### src/rtdwe_consts.vh
// Constants of the two-channel temperature word encoder.
// Assumes a 40 MHz CLOCK; included by its bare name from every design file.
`ifndef RTDWE_CONSTS_VH
`define RTDWE_CONSTS_VH

// ****************************************************************
// Timing
// ****************************************************************
`define RTDWE_CLK_HZ 40000000
`define RTDWE_CONV_TIME_MS 200
`define RTDWE_READY_TIME_S 3
// Cycle counts at 40 MHz, sized so no integer is cut on the way in
`define RTDWE_CONV_CYCLES 27'h07A1200
`define RTDWE_READY_CYCLES 27'h7270E00

// ****************************************************************
// Reported codes and thresholds, tenths of a degree
// ****************************************************************
`define RTDWE_CODE_DISCONNECT 16'h4E20
`define RTDWE_CODE_NOT_READY 16'h4E21
`define RTDWE_SAT_LOW 16'hF79A
`define RTDWE_SAT_HIGH 16'h21CA
`define RTDWE_DISC_LOW 16'hF704
`define RTDWE_DISC_HIGH 16'h2328

// ****************************************************************
// Input image word numbers per slot
// ****************************************************************
`define RTDWE_SLOT0_BASE 8'h0A
`define RTDWE_SLOT1_BASE 8'h14

// ****************************************************************
// Sample queue
// ****************************************************************
`define RTDWE_Q_WIDTH 18
`define RTDWE_Q_DEPTH 32
`define RTDWE_Q_AW 5
`define RTDWE_Q_CHAN_BIT 17
`define RTDWE_Q_OPEN_BIT 16

`endif

### src/rtdwe_fifo.v
// Sample queue between the front end and the encoder.
// Assumes both sides on one clock; read data come out of a register.
`timescale 1ns/1ps
`include "rtdwe_consts.vh"

module rtdwe_fifo #(
  parameter WIDTH = `RTDWE_Q_WIDTH,
  parameter DEPTH = `RTDWE_Q_DEPTH,
  parameter AW = `RTDWE_Q_AW
) (
  // Clock and reset
  input wire clk,
  input wire rst,
  // Filling side
  input wire in_valid,
  output wire in_ready,
  input wire [WIDTH-1:0] in_data,
  // Draining side
  output reg out_valid,
  input wire out_ready,
  output reg [WIDTH-1:0] out_data
);

  localparam [AW:0] FULL_CNT = DEPTH;

  reg [WIDTH-1:0] mem [0:DEPTH-1];
  reg [AW-1:0] wr_ptr;
  reg [AW-1:0] rd_ptr;
  reg [AW:0] count;

  wire push = in_valid && in_ready;
  wire fetch = (count != {(AW+1){1'b0}}) && (!out_valid || out_ready);

  assign in_ready = (count != FULL_CNT);

  always @(posedge clk) begin
    if (push) begin
      mem[wr_ptr] <= in_data;
    end
  end

  always @(posedge clk or posedge rst) begin
    if (rst) begin
      wr_ptr <= {AW{1'b0}};
      rd_ptr <= {AW{1'b0}};
      count <= {(AW+1){1'b0}};
      out_valid <= 1'b0;
      out_data <= {WIDTH{1'b0}};
    end else begin
      if (push) begin
        wr_ptr <= wr_ptr + 1'b1;
      end
      if (fetch) begin
        rd_ptr <= rd_ptr + 1'b1;
        out_data <= mem[rd_ptr];
        out_valid <= 1'b1;
      end else if (out_ready) begin
        out_valid <= 1'b0;
      end
      case ({push, fetch})
        2'b10: count <= count + 1'b1;
        2'b01: count <= count - 1'b1;
        default: count <= count;
      endcase
    end
  end

endmodule // rtdwe_fifo

### src/rtdwe_top.v
// Two-channel resistance-temperature word encoder, top level.
// Assumes a front end on CLOCK delivering signed tenths per channel;
// the watchdog fault and slot strap come from pins and are synchronised.
`timescale 1ns/1ps
`include "rtdwe_consts.vh"

module rtdwe_top #(
  parameter [26:0] CONV_CYCLES = `RTDWE_CONV_CYCLES,
  parameter [26:0] READY_CYCLES = `RTDWE_READY_CYCLES
) (
  // Clock and reset
  input wire CLOCK,
  input wire RST,
  // Front end samples
  input wire SAMPLE_VALID,
  output wire SAMPLE_READY,
  input wire SAMPLE_CHANNEL,
  input wire SAMPLE_OPEN,
  input wire [15:0] SAMPLE_TENTHS,
  // Cassette processor status and slot strap
  input wire WATCHDOG_FAULT,
  input wire SLOT_SELECT,
  // Input image words
  output reg [15:0] FIRST_CHANNEL_WORD,
  output reg [15:0] SECOND_CHANNEL_WORD,
  output reg [7:0] FIRST_WORD_ADDR,
  output reg [7:0] SECOND_WORD_ADDR,
  output reg WORD_UPDATE
);

  // ****************************************************************
  // Encoding of one measured value
  // ****************************************************************
  function [15:0] rtdwe_encode;
    input open_wire;
    input [15:0] raw;
    reg signed [15:0] t;
    begin
      t = raw;
      if (open_wire) begin
        rtdwe_encode = `RTDWE_CODE_DISCONNECT;
      end else if (t < $signed(`RTDWE_DISC_LOW) || t > $signed(`RTDWE_DISC_HIGH)) begin
        rtdwe_encode = `RTDWE_CODE_DISCONNECT;
      end else if (t < $signed(`RTDWE_SAT_LOW)) begin
        rtdwe_encode = `RTDWE_SAT_LOW;
      end else if (t > $signed(`RTDWE_SAT_HIGH)) begin
        rtdwe_encode = `RTDWE_SAT_HIGH;
      end else begin
        // Normal span and reference band pass through unchanged
        rtdwe_encode = raw;
      end
    end
  endfunction

  // ****************************************************************
  // Pin synchronisers and slot strap
  // ****************************************************************
  reg wdog_meta;
  reg wdog_sync;
  reg slot_meta;
  reg slot_sync;
  reg [1:0] settle;

  always @(posedge CLOCK or posedge RST) begin
    if (RST) begin
      wdog_meta <= 1'b0;
      wdog_sync <= 1'b0;
      slot_meta <= 1'b0;
      slot_sync <= 1'b0;
    end else begin
      wdog_meta <= WATCHDOG_FAULT;
      wdog_sync <= wdog_meta;
      slot_meta <= SLOT_SELECT;
      slot_sync <= slot_meta;
    end
  end

  // Strap caught once, after the synchroniser has filled
  always @(posedge CLOCK or posedge RST) begin
    if (RST) begin
      settle <= 2'h0;
      FIRST_WORD_ADDR <= `RTDWE_SLOT0_BASE;
      SECOND_WORD_ADDR <= `RTDWE_SLOT0_BASE + 8'h01;
    end else begin
      if (settle != 2'h3) begin
        settle <= settle + 2'h1;
      end
      if (settle == 2'h2) begin
        FIRST_WORD_ADDR <= slot_sync ? `RTDWE_SLOT1_BASE : `RTDWE_SLOT0_BASE;
        SECOND_WORD_ADDR <= (slot_sync ? `RTDWE_SLOT1_BASE : `RTDWE_SLOT0_BASE)
                            + 8'h01;
      end
    end
  end

  // ****************************************************************
  // Conversion cycle and power-up readiness
  // ****************************************************************
  reg [26:0] conv_cnt;
  reg tick;
  reg [26:0] pu_cnt;
  wire pu_busy = (pu_cnt != READY_CYCLES);

  always @(posedge CLOCK or posedge RST) begin
    if (RST) begin
      conv_cnt <= 27'h0000000;
      tick <= 1'b0;
      pu_cnt <= 27'h0000000;
    end else begin
      if (conv_cnt == CONV_CYCLES - 27'h0000001) begin
        conv_cnt <= 27'h0000000;
        tick <= 1'b1;
      end else begin
        conv_cnt <= conv_cnt + 27'h0000001;
        tick <= 1'b0;
      end
      if (pu_busy) begin
        pu_cnt <= pu_cnt + 27'h0000001;
      end
    end
  end

  // ****************************************************************
  // Sample queue
  // ****************************************************************
  wire q_valid;
  wire [17:0] q_data;
  // Draining halts while the cassette processor is faulted and on the
  // refresh cycle, so samples queue up and the front end is held off.
  wire drain = !wdog_sync && !tick;
  wire pop = q_valid && drain;

  rtdwe_fifo #(
    .WIDTH(`RTDWE_Q_WIDTH),
    .DEPTH(`RTDWE_Q_DEPTH),
    .AW(`RTDWE_Q_AW)
  ) u_queue (
    .clk(CLOCK),
    .rst(RST),
    .in_valid(SAMPLE_VALID),
    .in_ready(SAMPLE_READY),
    .in_data({SAMPLE_CHANNEL, SAMPLE_OPEN, SAMPLE_TENTHS}),
    .out_valid(q_valid),
    .out_ready(drain),
    .out_data(q_data)
  );

  // ****************************************************************
  // Per-channel pending result and recovery timer
  // ****************************************************************
  reg [15:0] pend [0:1];
  reg [26:0] recover [0:1];
  reg [15:0] word [0:1];
  wire [15:0] code = rtdwe_encode(q_data[`RTDWE_Q_OPEN_BIT], q_data[15:0]);
  wire chan = q_data[`RTDWE_Q_CHAN_BIT];
  wire code_disc = (code == `RTDWE_CODE_DISCONNECT);
  integer i;

  always @(posedge CLOCK or posedge RST) begin
    if (RST) begin
      for (i = 0; i < 2; i = i + 1) begin
        pend[i] <= `RTDWE_CODE_NOT_READY;
        recover[i] <= 27'h0000000;
      end
    end else begin
      for (i = 0; i < 2; i = i + 1) begin
        if (pop && chan == i[0]) begin
          pend[i] <= code;
          if (pend[i] == `RTDWE_CODE_DISCONNECT && !code_disc) begin
            // Fresh data only after the front end has settled again
            recover[i] <= READY_CYCLES;
          end else if (code_disc) begin
            recover[i] <= 27'h0000000;
          end else if (recover[i] != 27'h0000000) begin
            recover[i] <= recover[i] - 27'h0000001;
          end
        end else if (recover[i] != 27'h0000000) begin
          recover[i] <= recover[i] - 27'h0000001;
        end
      end
    end
  end

  // ****************************************************************
  // Channel words, refreshed together once per conversion cycle and on every cycle of a fault
  // ****************************************************************
  reg [15:0] next_word [0:1];
  integer k;
  reg upd_lead;

  always @* begin
    for (k = 0; k < 2; k = k + 1) begin
      if (pu_busy || wdog_sync) begin
        next_word[k] = `RTDWE_CODE_NOT_READY;
      end else if (pend[k] == `RTDWE_CODE_DISCONNECT) begin
        next_word[k] = `RTDWE_CODE_DISCONNECT;
      end else if (recover[k] != 27'h0000000) begin
        next_word[k] = `RTDWE_CODE_NOT_READY;
      end else begin
        next_word[k] = pend[k];
      end
    end
  end

  always @(posedge CLOCK or posedge RST) begin
    if (RST) begin
      word[0] <= `RTDWE_CODE_NOT_READY;
      word[1] <= `RTDWE_CODE_NOT_READY;
      upd_lead <= 1'b0;
      WORD_UPDATE <= 1'b0;
    end else begin
      // A fault overrides at once; otherwise words move only on the tick
      if (tick || wdog_sync) begin
        word[0] <= next_word[0];
        word[1] <= next_word[1];
      end
      // Two stages, so the mark shares its cycle with the new output words
      upd_lead <= tick;
      WORD_UPDATE <= upd_lead;
    end
  end

  always @(posedge CLOCK or posedge RST) begin
    if (RST) begin
      FIRST_CHANNEL_WORD <= `RTDWE_CODE_NOT_READY;
      SECOND_CHANNEL_WORD <= `RTDWE_CODE_NOT_READY;
    end else begin
      // Both words of the 32-point image, first channel in the low word
      FIRST_CHANNEL_WORD <= word[0];
      SECOND_CHANNEL_WORD <= word[1];
    end
  end

endmodule // rtdwe_top

### config.mk
export PLATFORM = sky130hd
export DESIGN_NAME = rtdwe_top
export DESIGN_NICKNAME = d
export VERILOG_FILES = /design/src/rtdwe_fifo.v /design/src/rtdwe_top.v
export VERILOG_INCLUDE_DIRS = /design/src
export SDC_FILE = /design/constraint.sdc
export NUM_CORES = 1
export LEC_CHECK = 0
export BUFFER_PORTS_ARGS = -buffer_cell sky130_fd_sc_hd__buf_2
export CAP_MARGIN = 20
export CORE_MARGIN = 2
export CORE_UTILIZATION = 30
export CTS_BUF_LIST = sky130_fd_sc_hd__clkbuf_8
export DETAILED_ROUTE_END_ITERATION = 8
export GPL_TIMING_DRIVEN = 0
export PLACE_DENSITY_LB_ADDON = 0.15
export SLEW_MARGIN = 20
export SYNTH_ARGS = -nofsm -noshare
export SYNTH_HDL_FRONTEND = slang
export SYNTH_HIERARCHICAL = 1
export SYNTH_SLANG_ARGS = --single-unit
### constraint.sdc
create_clock -name CLOCK -period 6.3 [get_ports CLOCK]
set_clock_uncertainty 0.15 [all_clocks]
set_input_delay 0.63 -clock CLOCK [delete_from_list [all_inputs] [get_ports CLOCK]]
set_output_delay 0.63 -clock CLOCK [all_outputs]
set_load 0.02 [all_outputs]
==> results.md, run 1 <==
Status:
- The flow ran to the end, and the final reports show no timing, DRC or antenna violations.

Timing:
- The worst slew slack as a fraction of its limit is 40.4%.
- Summed over all failing endpoints, the final setup total negative slack is 0 ns.
- Timing would allow up to between 0.2 and 0.3 GHz.
- The minimum clock period after layout is between 3 and 4 ns.
- Setup violations remaining at the end of the flow were counted as 0.
- After layout, the worst path uses ~62% of the clock period.
- At the pin with the least slew margin, the transition time is 0.894 ns.
- The total count of max-transition violations in the final report is 0.
- Setup repair after global routing left no endpoint under its margin.
- The number of hold violations in the final report is 0.

Routing:
- After detailed routing, the number of vias per cell comes to approximately 5.
- The per-cell routed wire length is between 20 and 25 microns.
- For this run, the detailed router's first-pass iteration total came to 5.
- The remaining antenna violation count after routing is 0.
- The initial DRC count is 1348.
- The number of remaining DRC errors is 0.
- The routed wire length is 89.8 mm.
- Across all layers, the routed design uses 19800 vias.

Floorplan:
- The number of primary I/O pins is 73.
- The die height is around 340 microns.
- The chip width is 340 microns.
- The region available for standard cell placement spans 112000 sq um.
- The floorplan has 123 rows.
- For this configuration, the core starts out at a cell density of 30.2%.
- The area of the die is 115000 sq um.

Critical path:
- Tracing the worst setup path back leads to its startpoint at tick$_DFF_PP0_.
- STA puts the critical path data arrival time at 4.42 ns.
- For the worst setup path, the data required time is 6.80 ns.
- Of all nets on the critical path, the largest fanout is 10.
- The type of destination of the critical path is a flip-flop.
- The startpoint identified for the worst register-to-register timing path is tick$_DFF_PP0_.
- The category of the critical setup timing path is reg -> reg.
- STA classifies the critical path startpoint as a flip-flop.

Cells and area:
- Of the cells placed in the final design, the portion with a size suffix greater than 1 is 20.9%.
- The number of cells in the finished layout apart from fillers is 4016.
- From synthesis to final layout, the design area changed by 16.3%.
- For this run, the post-layout net count is 2432.

Global route:
- The number of global-route vias before repair is 20600.
- The maximum number of pins on one net before global-route repair is 35.
- The initial antenna violation count was 3.
- The total congestion overflow is 0.
- The first global-routing pass estimated 134 mm of wire.
- The global-route usage over all layers is 15.6%.

CTS:
- The clock latency of the later-clocked register in the worst-skew pair is 0.80 ns.
- CTS placed an instance of sky130_fd_sc_hd__clkbuf_8 at the clock tree root.
- TritonCTS built the clock tree.
- The CTS sink count is 826.
- The number of instances resized during post-cts repair is 0.
- The H-tree was split into 4 levels.
- The number of buffers created by CTS is 143.
- Counting along the longest clock path gives a buffer depth of 3.
- The clock slew seen by the registers of the worst setup and hold paths is roughly 0.06 ns.

Place:
- The detailed placer's ending HPWL is 58.7 mm.
- The weighted congestion reported at the end of routability-driven placement is 0.811.
- The number of input and output port buffers inserted is 64.
- Once placement completed, the tool counted placed cells totaling 3746.

Logic synthesis:
- In this run, synthesis inferred 576 flip-flops with an integrated enable.
- After synthesis, the netlist uses 91 different library cells.
- Counting instances in the post-synthesis netlist gives the leading cell types as sky130_fd_sc_hd__edfxtp_1 (576), sky130_fd_sc_hd__dfrtp_1 (213), sky130_fd_sc_hd__mux2i_1 (177).
- Yosys attributes the largest share of cell area to sky130_fd_sc_hd__edfxtp_1 (51%), sky130_fd_sc_hd__dfrtp_1 (16%), sky130_fd_sc_hd__mux2i_1 (5.2%).
- The netlist area before placement is 33800 sq um.
- The dominant register cell in the synthesized netlist is sky130_fd_sc_hd__edfxtp_1.
- The count of yosys warnings during synthesis is 6.
- The share of the yosys chip area belonging to registers is 69.8%.
- The top-area cell type share of the netlist area is 51.2%.
- The synthesized design spends more area on one cell type than any other, namely sky130_fd_sc_hd__edfxtp_1.
- Averaged over all synthesized cells, the footprint is 15.7 sq um.
- The synthesized instance count is 2159.
- In the post-synthesis netlist, the cell with the most instances is sky130_fd_sc_hd__edfxtp_1.
- Counting flops and latches in the post-synthesis netlist gives 826.
- In the synthesized netlist the async set-or-reset flop fraction comes to 30.3%.

Power and ir drop:
- Sequential cells burn 40.8% of the power.
- The areal power density over the cells is around 430 nW/um^2.
- The highest ir drop seen on vdd is 0.000190 V.
- Summed over all nets, the switching power comes to a little over 6 mW.
- The analysis attributes to cell leakage a power of 14.3 nW.
- The combinational power share is 31.5%.
- Cell internal power was estimated by the tool at about 11 mW.
- Per report_power, the clock group accounts for between 20% and 30% of the total.
- Net switching is a little over a third of the power.

Min path:
- The startpoint of the worst hold path is SAMPLE_TENTHS[11].
- The class of the tightest hold or removal check is in -> reg.

Flow run:
- Max-cap violations in this run came to 0.
==> metrics by stage <==
step	cell area [sq um]	setup WS, ns	hold WS (ns)	power (mW)	utilization [%]
global route	39300	2.02	0.156	17.8	35.1
CTS	39300	2.37	0.112	17.1	35.1
detailed placement	36500	2.36	0.193	12.3	32.6
floorplan	33800	2.75	0.181	10.4	-
global placement	36000	1.39	0.190	12.2	32.1
finish	39300	2.38	0.202	16.9	35.1
==> worst paths after layout <==
kind | slack (ns) | cells after the start | to
setup / recovery | 2.38 | 16 | u_queue/count[4]$_DFFE_PP0P_
hold reg to reg | 0.20 | 0 | WORD_UPDATE$_DFF_PP0_
hold / removal | 0.20 | 1 | u_queue/mem[11][11]$_DFFE_PP_
setup reg to reg | 2.38 | 16 | u_queue/count[4]$_DFFE_PP0P_
min in group asynchronous | 0.21 | 3 | u_queue/count[0]$_DFFE_PP0P_
max in group asynchronous | 4.64 | 5 | word[26]$_DFFE_PP1N_
==> critical path, stage by stage, from the launching register on <==
cell and delay, ns:
sky130_fd_sc_hd__dfrtp_1 0.45, sky130_fd_sc_hd__or2_2 0.36, sky130_fd_sc_hd__inv_2 0.15, sky130_fd_sc_hd__clkbuf_1 0.40, sky130_fd_sc_hd__nand2b_1 0.20, sky130_fd_sc_hd__nand2b_1 0.07
sky130_fd_sc_hd__buf_4 0.18, sky130_fd_sc_hd__inv_2 0.19, sky130_fd_sc_hd__ha_1 0.25, sky130_fd_sc_hd__buf_1 0.40, sky130_fd_sc_hd__xor2_1 0.19, sky130_fd_sc_hd__ha_1 0.20
sky130_fd_sc_hd__nand2b_1 0.11, sky130_fd_sc_hd__a21oi_1 0.04, sky130_fd_sc_hd__a221oi_1 0.24, sky130_fd_sc_hd__nor2_1 0.08, sky130_fd_sc_hd__xor2_1 0.15
==> cells by family (layout without fill, tap and decap cells) <==
| logic type | count (synthesis) | count (layout) | synth area share, % |
|---|---|---|---|
| xor gates and xnor gates | 89 | 89 | 2.31 |
| adders and majority gates | 15 | 15 | 0.555 |
| muxes | 239 | 239 | 9.24 |
| DFF | 826 | 826 | 69.8 |
| and+or+nand+nor | 441 | 441 | 7.24 |
| other | 2 | 14 | 0.0222 |
| AOI/OAI and AO/OA | 384 | 384 | 8.20 |
| buffers and inverters | 163 | 508 | 2.60 |
==> flip-flops by register name (all words and copies together) (netlist names), 6 cells and up <==
name / count
u_queue/mem: 576
recover: 54
pend: 32
word: 32
conv_cnt: 27
pu_cnt: 27
u_queue/out_data: 18
FIRST_CHANNEL_WORD: 16
SECOND_CHANNEL_WORD: 16
u_queue/count: 6
==> metal layers <==
layer | vias to the layer above | GRT usage [%] | share of wire, %
met2 | 498 | 24.6 | 47
li1 | 8964 | - | -
met5 | - | 0 | 0.012
met4 | 2 | 4.58 | 2.0
met1 | 10200 | 21.7 | 46
met3 | 133 | 3.04 | 4.8
==> power by group through the flow <==
stage / Sequential, mW / Combinational (mW) / Clock (mW)
after CTS: 6.88 / 5.37 / 4.87
after global placement: 6.97 / 5.21 / 0
final: 6.90 / 5.32 / 4.69
after global routing: 6.96 / 5.76 / 5.11
after floorplan: 6.79 / 3.61 / 0
after detailed placement: 6.99 / 5.35 / 0
==> cells in the final DEF (no fill, tap or decap), drive strengths merged, types with 23 or more instances in the layout <==
| cell | netlist | layout |
|---|---|---|
| edfxtp | 576 | 576 |
| dfrtp | 213 | 213 |
| clkbuf | 48 | 210 |
| mux2i | 177 | 177 |
| buf | 86 | 167 |
| nor2 | 126 | 126 |
| inv | 29 | 94 |
| nand2 | 63 | 63 |
| a21oi | 58 | 58 |
| mux4 | 58 | 58 |
| o21ai | 56 | 56 |
| xnor2 | 54 | 54 |
| o22ai | 51 | 51 |
| nand3 | 40 | 40 |
| a22o | 38 | 38 |
| dfstp | 37 | 37 |
| a221oi | 37 | 37 |
| a31oi | 36 | 36 |
| xor2 | 35 | 35 |
| clkinv | 0 | 32 |
| nor3 | 31 | 31 |
| a211oi | 30 | 30 |
| nand4 | 24 | 24 |
| nor4 | 23 | 23 |
==> timing repair <==
action | 4_1_cts | 5_1_grt
setup buffers | 0 | 0
hold buffers | 3 | 0
hold endpoints to repair | 61 | 0
==> area by class of cell <==
cell class | count | area [sq um]
antenna | 6 | 15.0
buffer | 134 | 768
clock buffer | 162 | 2230
clock inverter | 99 | 543
fill | 10900 | 72700
inverter | 29 | 113
multi-input combinational | 1176 | 9530
sequential | 826 | 23600
tap | 1500 | 1880
timing repair buffer | 84 | 622
Power figures use the tool's default switching activity.
==> run 2, diff against run 1 <==
==> constraint.sdc (replaced) <==
create_clock -name CLOCK -period 3.2 [get_ports CLOCK]
set_clock_uncertainty 0.15 [all_clocks]
set_input_delay 0.32 -clock CLOCK [delete_from_list [all_inputs] [get_ports CLOCK]]
set_output_delay 0.32 -clock CLOCK [all_outputs]
set_load 0.02 [all_outputs]
==> run 2 against run 1 <==
  * Core utilization up 0.31 points
  * Fmax grew 28%
  * Non-clock buffer count is 35 higher
  * Register-to-register slack worse by 2.3 ns
  * Total power rose by 95%
  * Via count about the same
  * Routed wire length decreased by 0.36%
  * Cell area rose by 0.89%
  * First-iteration DRC count rose by 0.30%
  * Largest cell class unchanged
  * Largest power group unchanged
==> results.md, run 2 (synthesized netlist as in run 1, its figures left out) <==
Critical path:
- The maximum fanout along the worst path is 10 (unchanged).
- The data required time at the worst endpoint came to 3.77 ns (-3.03 ns).
- The worst setup path is launched from a flip-flop.
- The cell at the slowest stage of the critical path is sky130_fd_sc_hd__dfrtp_1.
- The category of the critical setup timing path is reg -> reg.
- The data arrival time of the worst path is 3.65 ns (-0.77 ns).
- The critical path goes through buf_2, nand3b_1, clkbuf_2, o22ai_1, nor2_1, a31oi_1, a22o_1.
- The delay of the slowest cell on the worst path is 0.55 ns (+0.10 ns).
- STA classifies the critical path endpoint as a flip-flop.

Timing:
- The share of the clock period used by the worst path after layout came to 96.2% (+34 points).
- The final setup violation count is 0 (unchanged).
- The total count of max-transition violations in the final report is 0 (unchanged).
- The highest achievable clock rate is 0.325 GHz (+28%).
- The number of hold violations in the final report is 0 (unchanged).
- The transition time of the tightest slew-check pin is 0.858 ns (-0.0361 ns).
- The final worst setup slack is 0.123 ns (-2.25 ns).
- The worst slew slack as a fraction of its limit is 42.8% (+2.4 points).
- The minimum clock period after layout was 3.08 ns (-0.846 ns).
- The final sum of negative setup slack was 0 ns (unchanged).
- Setup repair after global routing left no endpoint under its margin.

Routing:
- The number of remaining DRC errors was 0 (unchanged).
- The vias per cell is 4.90 (-0.86%).
- The initial DRC count is 1352 (+0.30%).
- The per-cell routed wire length is 22.1 microns (-1.1%).
- The first-pass detailed-route iteration total is 5 (unchanged).
- The via count of the routed design came to 19800 (-0.071%).
- The routed wire length was 89.5 mm (-0.36%).
- The remaining antenna violation count after routing is 0 (unchanged).

Power and ir drop:
- The reported leakage power is 14.5 nW (+0.94%).
- The highest ir drop seen on vdd is 0.000331 V (+74%).
- The areal power density over the cells is 832 nW/um^2 (+93%).
- The final total power is 33.0 mW (+95%).

Cells and area:
- From synthesis to final layout, the design area changed by 17.3%.
- The sequential cell area came to 23600 sq um (about the same).
- The fraction of the core area covered by cells at the end of the flow is 35.4% (+0.31 points).
- The fraction of layout cells with a size suffix above 1 was 21.4% (+0.51 points).
- The area taken by multi-input logic gates is 9560 sq um (+0.26%).
- The number of nets in the final layout is 2466 (+1.4%).
- The largest registers in the layout are u_queue/mem x576, recover x54.
- The library cell used most frequently in the layout, excluding fill and tap cells, is sky130_fd_sc_hd__edfxtp_1.
- The count of fill cells added during filler insertion is 10800 (-0.34%).
- More flip-flops sit in one register than any other, and that register is u_queue/mem.
- In the layout the commonest cells are sky130_fd_sc_hd__edfxtp_1 (576), sky130_fd_sc_hd__dfrtp_1 (211), sky130_fd_sc_hd__mux2i_1 (177).
- The final non-filler cell area is 39700 sq um (+0.89%).
- The flip-flop count of the largest register after layout is 576 (unchanged).

Place:
- The worst-case setup slack after placement is -0.686 ns (-3.05 ns).
- The weighted congestion reported at the end of routability-driven placement is 0.805 (-0.79%).
- The detailed placer's ending HPWL is 59.8 mm (+1.9%).
- The number of input and output port buffers inserted is 64 (unchanged).
- The area after detailed placement was 36700 sq um (+0.47%).

Global route:
- The wire length of the first global-routing pass was 133 mm (-0.54%).
- The initial antenna violation count was 1 (-2).
- The total congestion overflow is 0 (unchanged).
- The global-route usage over all layers is 15.5% (-0.048 points).
- The number of global-route vias before repair is 20500 (-0.24%).
- The maximum number of pins on one net before global-route repair is 34 (-2.9%).

Floorplan:
- The number of primary I/O pins is 73 (unchanged).
- The number of core rows is 123 (unchanged).
- The die height is 340 microns (unchanged).
- The chip width is 340 microns (unchanged).
- The area of the die is 115000 sq um (unchanged).
- The starting density of the core came to 30.2% (unchanged).
- The core box area is 112000 sq um (unchanged).

CTS:
- The H-tree depth is 4 (unchanged).
- The clock latency of the later-clocked register in the worst-skew pair is 0.80 ns (about the same).
- The clock tree from TritonCTS is done.
- The number of buffers created by CTS is 142 (-0.70%).
- The number of buffers on the longest clock path is 3 (unchanged).
- The CTS sink count is 826 (unchanged).
- The tree is rooted in a sky130_fd_sc_hd__clkbuf_8.
- The clock slew seen by the registers of the worst setup and hold paths is 0.06 ns (about the same).

Status:
- The run finished with clean final reports.

Flow run:
- The count of max-cap constraint violations is 0 (unchanged).

Min path:
- The class of the tightest hold or removal check is reg -> reg.
==> run 2: cell types whose count changed in the layout (fill, tap and decap cells not counted), moves of 3 or more <==
cell,before,now
sky130_fd_sc_hd__buf_16,0,3
sky130_fd_sc_hd__clkinv_2,6,12
sky130_fd_sc_hd__buf_8,6,13
sky130_fd_sc_hd__inv_6,3,6
sky130_fd_sc_hd__clkbuf_1,47,44
sky130_fd_sc_hd__nor2_2,10,14
sky130_fd_sc_hd__buf_4,32,38
sky130_fd_sc_hd__inv_12,4,0
sky130_fd_sc_hd__clkbuf_8,162,154
sky130_fd_sc_hd__inv_1,81,77
sky130_fd_sc_hd__dlygate4sd3_1,3,25
sky130_fd_sc_hd__clkinv_1,22,29
sky130_fd_sc_hd__nor2_4,23,19
==> run 2: per-layer routing <==
layer / vias up / routed length (microns) / GRT usage [%]
li1: 9018 / - / -
met1: 10200 / 41400 / 21.4
met2: 493 / 41300 / 24.1
met3: 149 / 4340 / 3.16
met4: 0 / 2410 / 5.67
met5: - / 0 / 0
==> run 2: worst max-delay path, delay by kind of cell (launching register included) <==
kind	cells	cell delay, ns
AO/OA/AOI/OAI	3	0.99
buffers and inverters	2	0.71
AND/OR/NAND/NOR	2	0.60
flip-flops	1	0.55
==> run 2: cell type report <==
class	instances	area share, %
Clock buffer	154	5.35
Inverter	29	0.303
Sequential cell	826	59.5
Tap cell	1500	4.73
Multi-Input combinational cell	1176	24.1
Clock inverter	106	1.30
Antenna cell	4	0.0252
Buffer	132	1.95
Timing Repair Buffer	121	2.72
==> run 2: repair_timing <==
item,CTS,global route
setup endpoints to repair,5,8
setup buffers,1,5
pin swaps,0,2
hold buffers,25,0
endpoints found under the hold margin,636,0
resized for setup,10,11
==> run 2: path summary, 6_finish.rpt <==
path | slack (ns) | endpoint | cells past startpoint | start
worst max register to register | 0.12 | u_queue/out_data[1]$_DFFE_PP0P_ | 7 | u_queue/rd_ptr[2]$_DFFE_PP0P_
worst min-delay path | 0.21 | WORD_UPDATE$_DFF_PP0_ | 0 | upd_lead$_DFF_PP0_
worst min register to register | 0.21 | WORD_UPDATE$_DFF_PP0_ | 0 | upd_lead$_DFF_PP0_
min in group asynchronous | 0.56 | slot_meta$_DFF_PP0_ | 4 | RST
worst max-delay path | 0.12 | u_queue/out_data[1]$_DFFE_PP0P_ | 7 | u_queue/rd_ptr[2]$_DFFE_PP0P_
max in group asynchronous | 1.23 | pend[21]$_DFFE_PP1P_ | 8 | RST
==> run 2: report_power, final <==
group / switching [mW] / internal, mW
clock: 4.36 / 4.48
sequential: 0.954 / 12.6
combinational: 6.63 / 3.97
total: 11.9 / 21.0
==> run 2: stage by stage <==
stage,std cells,hold slack [ns]
finish,4048,0.212
global route,4045,0.221
CTS,4040,0.217
detailed placement,3755,0.156
global placement,3729,0.190
floorplan,2165,0.181
